`config.mk`:
```
export PLATFORM = sky130hd
export DESIGN_NAME = pbc_power_boot
export DESIGN_NICKNAME = d
export VERILOG_FILES = /design/src/pbc_wake_sync.v /design/src/pbc_power_boot.v
export VERILOG_INCLUDE_DIRS = /design/src
export SDC_FILE = /design/constraint.sdc
export NUM_CORES = 1
export LEC_CHECK = 0
export ABC_AREA = 0
export ABC_CLOCK_PERIOD_IN_PS = 7400
export BUFFER_PORTS_ARGS = -buffer_cell sky130_fd_sc_hd__buf_4
export CORE_MARGIN = 5
export CORE_UTILIZATION = 50
export DETAILED_ROUTE_END_ITERATION = 7
export PLACE_DENSITY = 0.7
export SLEW_MARGIN = 20
export SYNTH_ARGS = -nofsm -noshare
export SYNTH_HDL_FRONTEND = slang
export SYNTH_SLANG_ARGS = --single-unit
```
`constraint.sdc`:
```
create_clock -name clock -period 7.4 [get_ports clock]
set_clock_uncertainty 0.1 [all_clocks]
set_input_delay 1.11 -clock clock [delete_from_list [all_inputs] [get_ports clock]]
set_output_delay 1.11 -clock clock [all_outputs]
set_load 0.005 [all_outputs]
```
`src/pbc_regs.vh`:
```
// Purpose: Constants for the power state and boot control unit
// Assumes: 40 MHz clock
// Notes:   Included by every design file of the block except the wake synchroniser
`ifndef PBC_REGS_VH
`define PBC_REGS_VH

// ----------------------------------------------------------------------
// Power states
// ----------------------------------------------------------------------
`define PBC_ST_ACTIVE     3'h0
`define PBC_ST_ENTER      3'h1
`define PBC_ST_SLEEP      3'h2
`define PBC_ST_DEEP       3'h3
`define PBC_ST_WARM       3'h4

// ----------------------------------------------------------------------
// Boot phases
// ----------------------------------------------------------------------
`define PBC_BT_IDLE       3'h0
`define PBC_BT_APPLET     3'h1
`define PBC_BT_IMAGE      3'h2
`define PBC_BT_HANDOVER   3'h3
`define PBC_BT_RUN        3'h4

// ----------------------------------------------------------------------
// Serial pin sharing select
// ----------------------------------------------------------------------
`define PBC_SER_SPI       2'h0
`define PBC_SER_UART      2'h1
`define PBC_SER_GPIO      2'h2

// ----------------------------------------------------------------------
// Timing
// ----------------------------------------------------------------------
`define PBC_CLK_HZ        40000000
`define PBC_ENTER_MAX_S   1
`define PBC_ENTER_CYCLES  (`PBC_ENTER_MAX_S * `PBC_CLK_HZ)
`define PBC_WARM_CYCLES   64

`endif

```
`src/pbc_wake_sync.v`:
```
// Purpose: Two-stage synchroniser with edge detect for one wake input
// Assumes: Single clock, asynchronous active-low reset
// Notes:   Only the second stage feeds the edge detector
`timescale 1ns/10ps
module pbc_wake_sync (
    // Clock and reset
    input  wire clock,
    input  wire rst_n,
    // Raw input and edge pulse
    input  wire raw_in,
    output reg  edge_pulse
);
    reg       meta_reg;
    reg       sync_reg;
    reg       last_reg;
    // Holds off detection until the pipe holds real pin values, so a high pin
    // at reset release is not taken for an edge
    reg [1:0] fill_reg;

    always @(posedge clock or negedge rst_n) begin
        if (!rst_n) begin
            meta_reg   <= 1'b0;
            sync_reg   <= 1'b0;
            last_reg   <= 1'b0;
            fill_reg   <= 2'h0;
            edge_pulse <= 1'b0;
        end else begin
            meta_reg   <= raw_in;
            sync_reg   <= meta_reg;
            last_reg   <= sync_reg;
            fill_reg   <= (fill_reg == 2'h3) ? 2'h3 : fill_reg + 2'h1;
            edge_pulse <= (fill_reg == 2'h3) && (sync_reg ^ last_reg);
        end
    end
endmodule // pbc_wake_sync

```
`src/pbc_power_boot.v`:
```
// Purpose: Power state unit and boot source control
// Assumes: 40 MHz always-on clock, asynchronous active-low reset
// Notes:   Outputs are registered; the boot sequence runs once per reset
// Function
// RULE_01: Always-on island keeps running; gated island has its own power switch.
// RULE_02: Sleep stops clocks of low-power always-on part and gated island.
// RULE_03: Sleep keeps all powered, clocks gated; PHY off, MAC on.
// RULE_04: Sleep wakes on host command, timer, or general-purpose input edge.
// RULE_05: Deep sleep powers off all but this unit, SRAM, analog, few I/O.
// RULE_06: Deep sleep ignores host wake; only timer or input edge wakes.
// RULE_07: Leaving sleep performs warm boot starting at wake detection.
// RULE_08: Sleep entry completes within one second of the sleep request.
// RULE_09: Active state may drop to lower power on traffic or host message.
// RULE_10: Strap selects firmware image from boot flash or host download.
// RULE_11: Flash boot starts reading over master port right after reset.
// RULE_12: Host boot takes management message packets through the slave port.
// RULE_13: Boot loads applet, then firmware image, then hands over CPU.
// RULE_14: Master port has one chip select, used only for flash boot.
// RULE_15: Slave port, UART and shared pins are mutually exclusive.
// RULE_16: After reset the unit is active, all powered, clocks running.
// RULE_17: Wake inputs are synchronised before edge detection.
`timescale 1ns/10ps
`include "pbc_regs.vh"
module pbc_power_boot #(
    parameter         N_WAKE        = 4,
    parameter integer ENTER_CYCLES  = `PBC_ENTER_CYCLES,
    parameter integer WARM_CYCLES   = `PBC_WARM_CYCLES
) (
    // Clock and reset
    input  wire              clock,
    input  wire              rst_n,
    // Straps
    input  wire              strap_host_boot,
    input  wire [1:0]        strap_serial_sel,
    // Power requests
    input  wire              sleep_req,
    input  wire              deep_req,
    input  wire              traffic_idle,
    input  wire              enter_done,
    // Wake sources
    input  wire              host_wake,
    input  wire              timer_wake,
    input  wire [N_WAKE-1:0] wake_pin,
    // Boot progress
    input  wire              applet_done,
    input  wire              image_done,
    input  wire              mgmt_msg_valid,
    // Island control
    output reg               island_gated_pwr_on,
    output reg               lp_clk_en,
    output reg               gated_clk_en,
    output reg               phy_pwr_on,
    output reg               mac_pwr_on,
    output reg               sram_retain,
    // State and boot
    output reg  [2:0]        power_state,
    output reg  [2:0]        boot_phase,
    output reg               boot_from_flash,
    output reg               flash_cs_n,
    output reg               flash_fetch_en,
    output reg               mgmt_msg_accept,
    output reg               cpu_release,
    output reg               warm_boot,
    // Serial sharing
    output reg               ser_spi_en,
    output reg               ser_uart_en,
    output reg               ser_gpio_en
);
    // ------------------------------------------------------------------
    // Wake synchronisers
    // ------------------------------------------------------------------
    wire [N_WAKE-1:0] wake_edge;
    genvar gi;
    generate
        for (gi = 0; gi < N_WAKE; gi = gi + 1) begin : g_wake
            pbc_wake_sync u_sync (
                .clock      (clock),
                .rst_n      (rst_n),
                .raw_in     (wake_pin[gi]),
                .edge_pulse (wake_edge[gi])
            ); // RULE_17
        end
    endgenerate

    // ------------------------------------------------------------------
    // Power state machine
    // ------------------------------------------------------------------
    reg  [2:0]  state_reg;
    reg  [2:0]  state_next;
    reg         deep_pend_reg;
    reg         deep_pend_next;
    reg  [31:0] cnt_reg;
    reg  [31:0] cnt_next;
    reg         strap_done_reg;
    reg         host_reg;
    wire        any_edge = |wake_edge;
    wire        go_low   = sleep_req | deep_req | traffic_idle; // RULE_09

    always @* begin
        state_next     = state_reg;
        deep_pend_next = deep_pend_reg;
        cnt_next       = cnt_reg;
        case (state_reg)
            `PBC_ST_ACTIVE: begin
                if (go_low) begin
                    state_next     = `PBC_ST_ENTER;
                    deep_pend_next = deep_req;
                    cnt_next       = 32'h0000_0000;
                end
            end
            `PBC_ST_ENTER: begin
                // Forced at the deadline so a stuck quiesce cannot hold us awake
                if (enter_done || cnt_reg >= ENTER_CYCLES - 1) begin // RULE_08
                    state_next = deep_pend_reg ? `PBC_ST_DEEP : `PBC_ST_SLEEP;
                end else begin
                    cnt_next = cnt_reg + 32'h0000_0001;
                end
            end
            `PBC_ST_SLEEP: begin
                if (host_wake || timer_wake || any_edge) begin // RULE_04
                    state_next = `PBC_ST_WARM; // RULE_07
                    cnt_next   = 32'h0000_0000;
                end
            end
            `PBC_ST_DEEP: begin
                // Host wake deliberately not looked at here
                if (timer_wake || any_edge) begin // RULE_06
                    state_next = `PBC_ST_WARM; // RULE_07
                    cnt_next   = 32'h0000_0000;
                end
            end
            `PBC_ST_WARM: begin
                if (cnt_reg >= WARM_CYCLES - 1) begin
                    state_next = `PBC_ST_ACTIVE;
                end else begin
                    cnt_next = cnt_reg + 32'h0000_0001;
                end
            end
            default: state_next = `PBC_ST_ACTIVE;
        endcase
    end

    always @(posedge clock or negedge rst_n) begin
        if (!rst_n) begin
            state_reg     <= `PBC_ST_ACTIVE; // RULE_16
            deep_pend_reg <= 1'b0;
            cnt_reg       <= 32'h0000_0000;
        end else begin
            state_reg     <= state_next;
            deep_pend_reg <= deep_pend_next;
            cnt_reg       <= cnt_next;
        end
    end

    // ------------------------------------------------------------------
    // Island controls
    // ------------------------------------------------------------------
    always @(posedge clock or negedge rst_n) begin
        if (!rst_n) begin
            island_gated_pwr_on <= 1'b1; // RULE_16
            lp_clk_en           <= 1'b1;
            gated_clk_en        <= 1'b1;
            phy_pwr_on          <= 1'b1;
            mac_pwr_on          <= 1'b1;
            sram_retain         <= 1'b0;
            power_state         <= `PBC_ST_ACTIVE;
            warm_boot           <= 1'b0;
        end else begin
            power_state         <= state_next;
            // Gated island loses power only in deep sleep
            island_gated_pwr_on <= (state_next != `PBC_ST_DEEP); // RULE_01 RULE_05
            lp_clk_en           <= (state_next != `PBC_ST_SLEEP) &&
                                   (state_next != `PBC_ST_DEEP); // RULE_02
            gated_clk_en        <= (state_next != `PBC_ST_SLEEP) &&
                                   (state_next != `PBC_ST_DEEP); // RULE_02 RULE_03
            phy_pwr_on          <= (state_next != `PBC_ST_SLEEP) &&
                                   (state_next != `PBC_ST_DEEP); // RULE_03
            mac_pwr_on          <= (state_next != `PBC_ST_DEEP); // RULE_03 RULE_05
            sram_retain         <= (state_next == `PBC_ST_DEEP); // RULE_05
            warm_boot           <= (state_next == `PBC_ST_WARM); // RULE_07
        end
    end

    // ------------------------------------------------------------------
    // Strap capture and boot sequence
    // ------------------------------------------------------------------
    reg  [2:0] boot_reg;
    reg  [2:0] boot_next;
    wire       flash_sel = strap_done_reg ? ~host_reg : ~strap_host_boot;

    always @* begin
        boot_next = boot_reg;
        case (boot_reg)
            `PBC_BT_IDLE:     boot_next = `PBC_BT_APPLET; // RULE_11
            `PBC_BT_APPLET:   if (applet_done) boot_next = `PBC_BT_IMAGE; // RULE_13
            `PBC_BT_IMAGE:    if (image_done) boot_next = `PBC_BT_HANDOVER; // RULE_13
            `PBC_BT_HANDOVER: boot_next = `PBC_BT_RUN; // RULE_13
            `PBC_BT_RUN:      boot_next = `PBC_BT_RUN;
            default:          boot_next = `PBC_BT_IDLE;
        endcase
    end

    always @(posedge clock or negedge rst_n) begin
        if (!rst_n) begin
            strap_done_reg  <= 1'b0;
            host_reg        <= 1'b0;
            boot_reg        <= `PBC_BT_IDLE;
            boot_phase      <= `PBC_BT_IDLE;
            boot_from_flash <= 1'b0;
            flash_cs_n      <= 1'b1;
            flash_fetch_en  <= 1'b0;
            mgmt_msg_accept <= 1'b0;
            cpu_release     <= 1'b0;
            ser_spi_en      <= 1'b0;
            ser_uart_en     <= 1'b0;
            ser_gpio_en     <= 1'b0;
        end else begin
            // Host boot strap caught once on the first edge after reset release; serial select strap followed every cycle
            if (!strap_done_reg) begin
                strap_done_reg <= 1'b1;
                host_reg       <= strap_host_boot; // RULE_10
            end
            boot_reg        <= boot_next;
            boot_phase      <= boot_next;
            boot_from_flash <= flash_sel; // RULE_10
            // Single chip select, only driven while flash boot loads
            flash_fetch_en  <= flash_sel && ((boot_next == `PBC_BT_APPLET) ||
                               (boot_next == `PBC_BT_IMAGE)); // RULE_11 RULE_14
            flash_cs_n      <= ~(flash_sel && ((boot_next == `PBC_BT_APPLET) ||
                               (boot_next == `PBC_BT_IMAGE))); // RULE_14
            mgmt_msg_accept <= ~flash_sel && mgmt_msg_valid &&
                               ((boot_reg == `PBC_BT_APPLET) ||
                                (boot_reg == `PBC_BT_IMAGE)); // RULE_12
            cpu_release     <= (boot_next == `PBC_BT_RUN) &&
                               (state_next == `PBC_ST_ACTIVE); // RULE_13
            // One-hot pin function select; unknown codes pick nothing
            ser_spi_en      <= (strap_serial_sel == `PBC_SER_SPI);  // RULE_15
            ser_uart_en     <= (strap_serial_sel == `PBC_SER_UART); // RULE_15
            ser_gpio_en     <= (strap_serial_sel == `PBC_SER_GPIO); // RULE_15
        end
    end
endmodule // pbc_power_boot

```
==> results of run 1 <==
==> placed cells by master (no fill, tap or decap), types with 2 or more instances in the layout <==
cell        count
nor4_1         10
a31oi_2         7
mux2i_1         2
a211oi_1        4
a41oi_1         5
or2_2           5
nand2_1        35
nor3_1          9
clkinvlp_4      3
nor2b_1         4
nor2_1         24
o21ai_0         8
a21oi_1        24
and2_1          5
nor4b_1         2
or4_1           3
clkbuf_8        9
inv_1          14
dfrtp_1        74
nand4_1        11
xor2_1          4
inv_6           2
and3_1         10
nand3_1         9
nand2b_1       16
dfstp_2         3
buf_4          40
a31oi_1        16
==> stage by stage <==
step                      hold slack (ps)  util (%)  std cells  setup slack (ps)
final                               256.7     59.27        481              4129
after global routing                264.5     59.27        481              3959
after CTS                           255.7     59.05        480              3902
after detailed placement            235.8     56.15        464              3575
after global placement              233.7     56.15        464              3658
after floorplan                     231.2         -        345              4432
==> cells by family after synthesis <==
family / count (synthesis) / synth area share [%]
DFF: 77 / 55.01
adders and majority gates: 1 / 0.3564
muxes: 2 / 0.5704
and+or+nand+nor: 152 / 23.42
AOI/OAI and AO/OA: 76 / 14.97
xor gates and xnor gates: 5 / 1.248
buffers and inverters: 31 / 4.314
other: 1 / 0.1068
==> synth_stat cells (2+ instances only) <==
library cell / count / area share (%)
dfrtp_1: 74 / 53
nand2_1: 35 / 3.7
a21oi_1: 24 / 3.4
nor2_1: 24 / 2.6
a31oi_1: 16 / 2.9
nand2b_1: 16 / 2.9
inv_1: 14 / 1.5
nand4_1: 11 / 2.0
and3_1: 10 / 1.8
clkbuf_1: 10 / 1.1
nor3_1: 10 / 1.4
nor4_1: 10 / 1.8
nand3_1: 9 / 1.3
o21ai_0: 8 / 1.1
a31oi_2: 7 / 2.5
a41oi_1: 5 / 1.2
and2_1: 5 / 0.89
or2_2: 5 / 0.89
a211oi_1: 4 / 0.86
nor2b_1: 4 / 0.71
xor2_1: 4 / 1.0
buf_4: 3 / 0.64
buf_6: 3 / 0.96
dfstp_2: 3 / 2.2
or4_1: 3 / 0.64
mux2i_1: 2 / 0.57
nor4b_1: 2 / 0.50
==> per-layer routing <==
metal / up-vias / wire [um] / part of all wire, % / track usage [%]
li1: 1312 / - / - / -
met1: 1320 / 3482 / 47 / 25.62
met2: 66 / 3351 / 45 / 27.14
met3: 11 / 422 / 5.7 / 4.167
met4: 0 / 136 / 1.8 / 8.905
met5: - / 0 / 0 / 0
==> power by group through the flow <==
stage                     Clock, mW  Combinational (mW)  Sequential [mW]
after floorplan                   0               0.296            0.489
after global placement            0               0.373            0.497
after detailed placement          0               0.379            0.498
after CTS                     0.328               0.382            0.490
after global routing          0.349               0.437            0.494
final                         0.321               0.397            0.489
==> worst max path at each step <==
stage                                  from                      end  slack [ps]  cells past startpoint
floorplan                        timer_wake  cnt_reg[12]$_DFFE_PN0P_        4430                      9
global placement                 timer_wake   cnt_reg[1]$_DFFE_PN0P_        3660                      8
detailed placement               timer_wake  cnt_reg[20]$_DFFE_PN0P_        3580                      8
CTS                 cnt_reg[20]$_DFFE_PN0P_   cnt_reg[6]$_DFFE_PN0P_        3900                      7
global route        cnt_reg[20]$_DFFE_PN0P_   cnt_reg[1]$_DFFE_PN0P_        3960                      8
finish              cnt_reg[20]$_DFFE_PN0P_   cnt_reg[1]$_DFFE_PN0P_        4130                      8
==> final cells by class <==
type                       count  area share, %
sequential                    77          47.68
multi-input combinational    237          35.38
timing repair buffer          41          7.787
clock buffer                  10          3.152
tap                           96          2.967
clock inverter                 6          1.731
inverter                      14          1.298
==> impl_results.md, run 1 <==
* Status: complete, no violations
* Io pins at 39
* Core area at 0.006832 mm2
* Switch Pwr at 0.4493 mW
* Max reg flops at 32
* Relative max-transition margin at 36.57%
* Die span in y at 93.78 um
* Final Hold Viols at 0
* Flop pwr share at 40.5%
* Pre-antenna DRT Iters at 4
* Layout cells sized above 1 at 19.74%
* Max-Cap Viols at 0
* Largest net degree at the start of global routing at 78
* Hold depth at 0
* Synth Warn # at 0
* Vias at 2709
* Vias in the first global route at 2633
* Setup TNS at 0 ps
* CTS tree: yes
* Syn nets at 364
* Routed wire per std cell at 15.37 um
* Req. time, crit path at 7580 ps
* FF+latch count, synth at 77
* Setup violations, final at 0
* FF-to-FF End: cnt_reg[1]$_DFFE_PN0P_
* Fillers at 596
* Multi-input gate area at 0.001433 mm2
* Synth Flop Type: dfrtp_1
* Register area share after synthesis at 55.01%
* Data arrival, critical path at 3450 ps
* Worst Setup Start Kind: flop
* CTS Buf Count at 9
* Setup crit end kind: flop
* First-pass GRT wire length at 12710 um
* Root Buffer: clkbuf_8
* Diode count at 0
* Gate power share at 32.9%
* CTS hold repair buffers at 0
* R2R Setup Slk at 4130 ps
* GPL Wtd Cong at 0.8172
* Slew Viols, Final at 0
* Syn-to-layout area delta at 15.37%
* Starting DRT DRC Count at 157
* Horiz. Die Dim at 93.78 um
* Reg2reg start: cnt_reg[20]$_DFFE_PN0P_
* Switching share of total power at 37.24%
* # DRC at 0
* Post-synth EDFFs at 0
* Worst vdd ir at 0.0001479 V
* Post-route ant nets at 0
* Vias per inst at 5.632
* Measured slew at the worst slew-check pin at 951.4 ps
* Unrepaired setup endpoints after global routing: no
* Max Buffers Root-to-Sink at 2
* Die area at 0.008795 mm2
* Async set-reset flop share out of synthesis at 100.0%
* Synth cell types at 51
* Clock Power Share at 26.6%
* Worst Hold End: g_wake[1].u_sync.sync_reg$_DFF_PN0_
* Post-DP Area at 0.003836 mm2
* PwrDens at 298.0 mW/mm2
* Seq. cell area at 0.001931 mm2
* Delay-heaviest family, CP: simple AND/OR/NAND/NOR gates
* Overall Global Routing Usage at 18.41%
* Mean cell area of the mapped netlist at 10.17 um2
* Final #Nets at 399
* Initial Utilization at 51.37%
* Post-Synthesis Cells at 345
* Setup Fix Bufs, Post-CTS at 0
* Routed WL at 7394 um
* FP Rows at 30
* H-tree Lvls at 3
* R2R cell count at 8
* Static leakage at 1.773 nW
* Tcrit/Tclk final at 44.20%
* CP bufs+invs at 1
* GRT Residual Overflow at 0
* # resized after CTS at 0
* DP HPWL at 4900 um
* Post-synthesis cell area at 0.003510 mm2
* Design area at 0.004049 mm2
* Post-route minimum period at 3271 ps
* CP max-delay cell: and2_1
* Critical path, cell by cell: or3_1 > or4b_1 > a311oi_2 > a21boi_2 > nor2_1 > and2_1 > buf_8 > mux2i_1
* Skew-Pair Late Insertion Delay at 360 ps
* IO Port Bufs at 38
* Critical-path maximum fanout at 14
* Peak Freq at 305.8 MHz
* Clock transition at the registers of the reported paths at 80 ps
* Total power at 1.207 mW
* Beginning of the worst hold path: g_wake[1].u_sync.meta_reg$_DFF_PN0_
* CP peak stage delay at 550 ps
* Clock sinks at 77
* Worst hold path class: flop to flop
* Initial antenna violation count at 0
* Setup CP Type: flop to flop
* Internal power at 0.7573 mW
No activity file was read; power rests on OpenSTA's default activity.
==> run 2, diff against run 1 <==
--- a/config.mk
+++ b/config.mk
@@ -6,13 +6,13 @@
 export SDC_FILE = /design/constraint.sdc
 export NUM_CORES = 1
 export LEC_CHECK = 0
-export ABC_AREA = 0
-export ABC_CLOCK_PERIOD_IN_PS = 7400
+export ABC_AREA = 1
+export ABC_CLOCK_PERIOD_IN_PS = 2900
 export BUFFER_PORTS_ARGS = -buffer_cell sky130_fd_sc_hd__buf_4
 export CORE_MARGIN = 5
 export CORE_UTILIZATION = 50
 export DETAILED_ROUTE_END_ITERATION = 7
-export PLACE_DENSITY = 0.7
+export PLACE_DENSITY = 0.72
 export SLEW_MARGIN = 20
 export SYNTH_ARGS = -nofsm -noshare
 export SYNTH_HDL_FRONTEND = slang
==> constraint.sdc (replaced) <==
create_clock -name clock -period 2.9 [get_ports clock]
set_clock_uncertainty 0.1 [all_clocks]
set_input_delay 0.435 -clock clock [delete_from_list [all_inputs] [get_ports clock]]
set_output_delay 0.435 -clock clock [all_outputs]
set_load 0.005 [all_outputs]
==> run 2 against run 1 <==
Effect of this change:
- sequential power rose by 140%
- via count up 25%
- flip-flop and latch count did not move
- final cell count rose by 38%
- routed wire length increased by 13%
- clock power increased to 2.6 times the previous value
- worst hold slack worse by 170 ps
- worst setup slack got worse by 3600 ps
- critical path depth grew 3
- critical endpoint is now cnt_reg[13]$_DFFE_PN0P_
- largest power group unchanged
==> impl_results.md, run 2 <==
* Status: complete, no violations
* Max Buffers Root-to-Sink at 2 (unchanged)
* Final #Nets at 575 (+44%)
* Async set-reset flop share out of synthesis at 100.0% (unchanged)
* Max-Cap Viols at 0 (unchanged)
* Post-synthesis cell area at 0.003931 mm2 (+12%)
* FF+latch count, synth at 77 (unchanged)
* Vias at 3391 (+25%)
* Final Non-Filler Cells at 663 (+38%)
* Yosys top cell by area: dfrtp_1
* Share of the synthesized area in the top cell type at 47.10% (-5.7 points)
* Post-route ant nets at 0 (unchanged)
* GPL Wtd Cong at 0.9426 (+15%)
* Final Hold Viols at 0 (unchanged)
* Setup Fix Bufs, Post-CTS at 0 (unchanged)
* Routed wire per std cell at 12.60 um (-18%)
* DP HPWL at 5997 um (+22%)
* Most common cell in the netlist: nand2_1
* Setup TNS at 0 ps (unchanged)
* CTS hold repair buffers at 0 (unchanged)
* Top cells by area, synth: dfrtp_1 (47%), nand2_1 (17%), nor2_1 (8.6%), inv_1 (5.2%), nand4_1 (5.1%)
* Core area at 0.007687 mm2 (+13%)
* Io pins at 39 (unchanged)
* Post-synth EDFFs at 0 (unchanged)
* Register area share after synthesis at 49.11% (-5.9 points)
* Measured slew at the worst slew-check pin at 921.6 ps (-29.86 ps)
* Most frequent cells in the layout: nand2_1 (177), nor2_1 (90), dfrtp_1 (74), inv_1 (54), buf_4 (40)
* Horiz. Die Dim at 98.67 um (+5.2%)
* # DRC at 0 (unchanged)
* Slew Viols, Final at 0 (unchanged)
* First-pass GRT wire length at 14630 um (+15%)
* Initial antenna violation count at 0 (unchanged)
* Layout cells sized above 1 at 12.48% (-7.3 points)
* PwrDens at 488.9 mW/mm2 (+64%)
* Syn-to-layout area delta at 13.78%
* Largest net degree at the start of global routing at 78 (unchanged)
* Mean cell area of the mapped netlist at 7.546 um2 (-26%)
* IO Port Bufs at 38 (unchanged)
* H-tree Lvls at 3 (unchanged)
* Setup CP Type: flop to flop
* Fillers at 754 (+27%)
* Routed WL at 8354 um (+13%)
* Vias per inst at 5.115 (-9.2%)
* Synth Flop Type: dfrtp_1
* Die span in y at 98.67 um (+5.2%)
* Setup crit end kind: flop
* CTS tree: yes
* Critical-path maximum fanout at 32 (+18)
* Multi-input gate area at 0.001693 mm2 (+18%)
* Die area at 0.009736 mm2 (+11%)
* R2R Setup Slk at 520 ps (-3610 ps)
* Clock sinks at 77 (unchanged)
* Starting DRT DRC Count at 115 (-27%)
* Post-Synthesis Cells at 521 (+51%)
* Diode count at 0 (unchanged)
* Unrepaired setup endpoints after global routing: no
* Clock transition at the registers of the reported paths at 90 ps (about the same)
* Initial Utilization at 51.14% (-0.23 points)
* Static leakage at 2.283 nW (+29%)
* Req. time, crit path at 3040 ps (-4540 ps)
* Data arrival, critical path at 2520 ps (-930 ps)
* Relative max-transition margin at 38.56% (+2.0 points)
* Synth Warn # at 0 (unchanged)
* Most common cell after layout, fill and taps aside: nand2_1
* Peak Freq at 419.9 MHz (+37%)
* CTS Buf Count at 9 (unchanged)
* Setup violations, final at 0 (unchanged)
* # resized after CTS at 0 (unchanged)
* Synth cell types at 33 (-35%)
* Vias in the first global route at 3258 (+24%)
* Max reg flops at 32 (unchanged)
* Post-route minimum period at 2382 ps (-888.9 ps)
* Worst hold path class: input pin to async pin
* GRT Residual Overflow at 0 (unchanged)
* Synth cell count leaders: nand2_1 (177), nor2_1 (90), dfrtp_1 (74)
* Tcrit/Tclk final at 82.13% (+38 points)
* Overall Global Routing Usage at 18.30% (-0.11 points)
* Worst vdd ir at 0.0004692 V (+220%)
* Inst Count DP at 647 (+39%)
* Worst Setup Start Kind: flop
* Syn nets at 540 (+48%)
* Root Buffer: clkbuf_8
* Pre-antenna DRT Iters at 4 (unchanged)
* FP Rows at 32 (+6.7%)
* Skew-Pair Late Insertion Delay at 340 ps (-20 ps)
* Seq. cell area at 0.001931 mm2 (unchanged)
==> run 2: cell type report <==
type / instances / area share [%]
clock buffer: 9 / 2.769
sequential: 77 / 43.16
inverter: 55 / 4.615
clock inverter: 7 / 2.042
timing repair buffer: 40 / 6.713
tap: 102 / 2.853
multi-input combinational: 373 / 37.85
==> run 2: cells by family (layout without fill, tap and decap cells) <==
| family | count (synthesis) | after routing | synth area share [%] |
|---|---|---|---|
| xor gates and xnor gates | 10 | 10 | 2.228 |
| and+or+nand+nor | 337 | 337 | 36.70 |
| DFF | 77 | 77 | 49.11 |
| other | 1 | 1 | 0.09539 |
| adders and majority gates | 1 | 1 | 0.3182 |
| AOI/OAI and AO/OA | 24 | 24 | 3.724 |
| buffers and inverters | 71 | 111 | 7.829 |
==> run 2: worst max-delay path, cell delays in order, from the launching register on <==
cell and delay, ps:
dfrtp_1 460, ha_1 320, nand3_2 190, nor2_4 70, nand2_1 60, nand2_1 50, nand2_1 80, nand2_2 80
nand2_4 260, nand3_4 370, nand2_1 150, nand2_1 70
==> run 2: through the flow <==
step	area, um2	power (mW)	setup slack [ps]	util, %	hold WS (ps)
floorplan	3931	1.248	978.9	-	39.41
global placement	4258	1.359	630.4	55.39	238.5
detailed placement	4258	1.366	521.6	55.39	238.8
CTS	4473	2.216	504.1	58.19	72.86
global route	4473	2.302	273.1	58.19	69.54
finish	4473	2.187	518.2	58.19	87.51
==> run 2: power breakdown <==
part | internal, mW | leakage [nW] | total (mW) | switching (mW)
combinational | 0.0862 | 1.24 | 0.178 | 0.0918
sequential | 1.13 | 0.939 | 1.16 | 0.0323
clock | 0.418 | 0.105 | 0.848 | 0.430
total | 1.63 | 2.28 | 2.19 | 0.554
==> run 2: worst paths after layout <==
kind,start,to,depth (start not counted)
worst max-delay path,cnt_reg[0]$_DFFE_PN0P_,cnt_reg[13]$_DFFE_PN0P_,11
worst min register to register,g_wake[0].u_sync.meta_reg$_DFF_PN0_,g_wake[0].u_sync.sync_reg$_DFF_PN0_,0
worst max register to register,cnt_reg[0]$_DFFE_PN0P_,cnt_reg[13]$_DFFE_PN0P_,11
worst min-delay path,rst_n,cnt_reg[11]$_DFFE_PN0P_,1
max in group asynchronous,rst_n,cnt_reg[22]$_DFFE_PN0P_,1
min in group clock,wake_pin[3],g_wake[3].u_sync.meta_reg$_DFF_PN0_,1
==> run 2: metal layers <==
| layer | wire length [um] | track usage (%) |
|---|---|---|
| met3 | 413 | 4.034 |
| met1 | 3900 | 24.12 |
| met2 | 3895 | 29.23 |
| met4 | 144 | 7.773 |
| met5 | 0 | 0 |
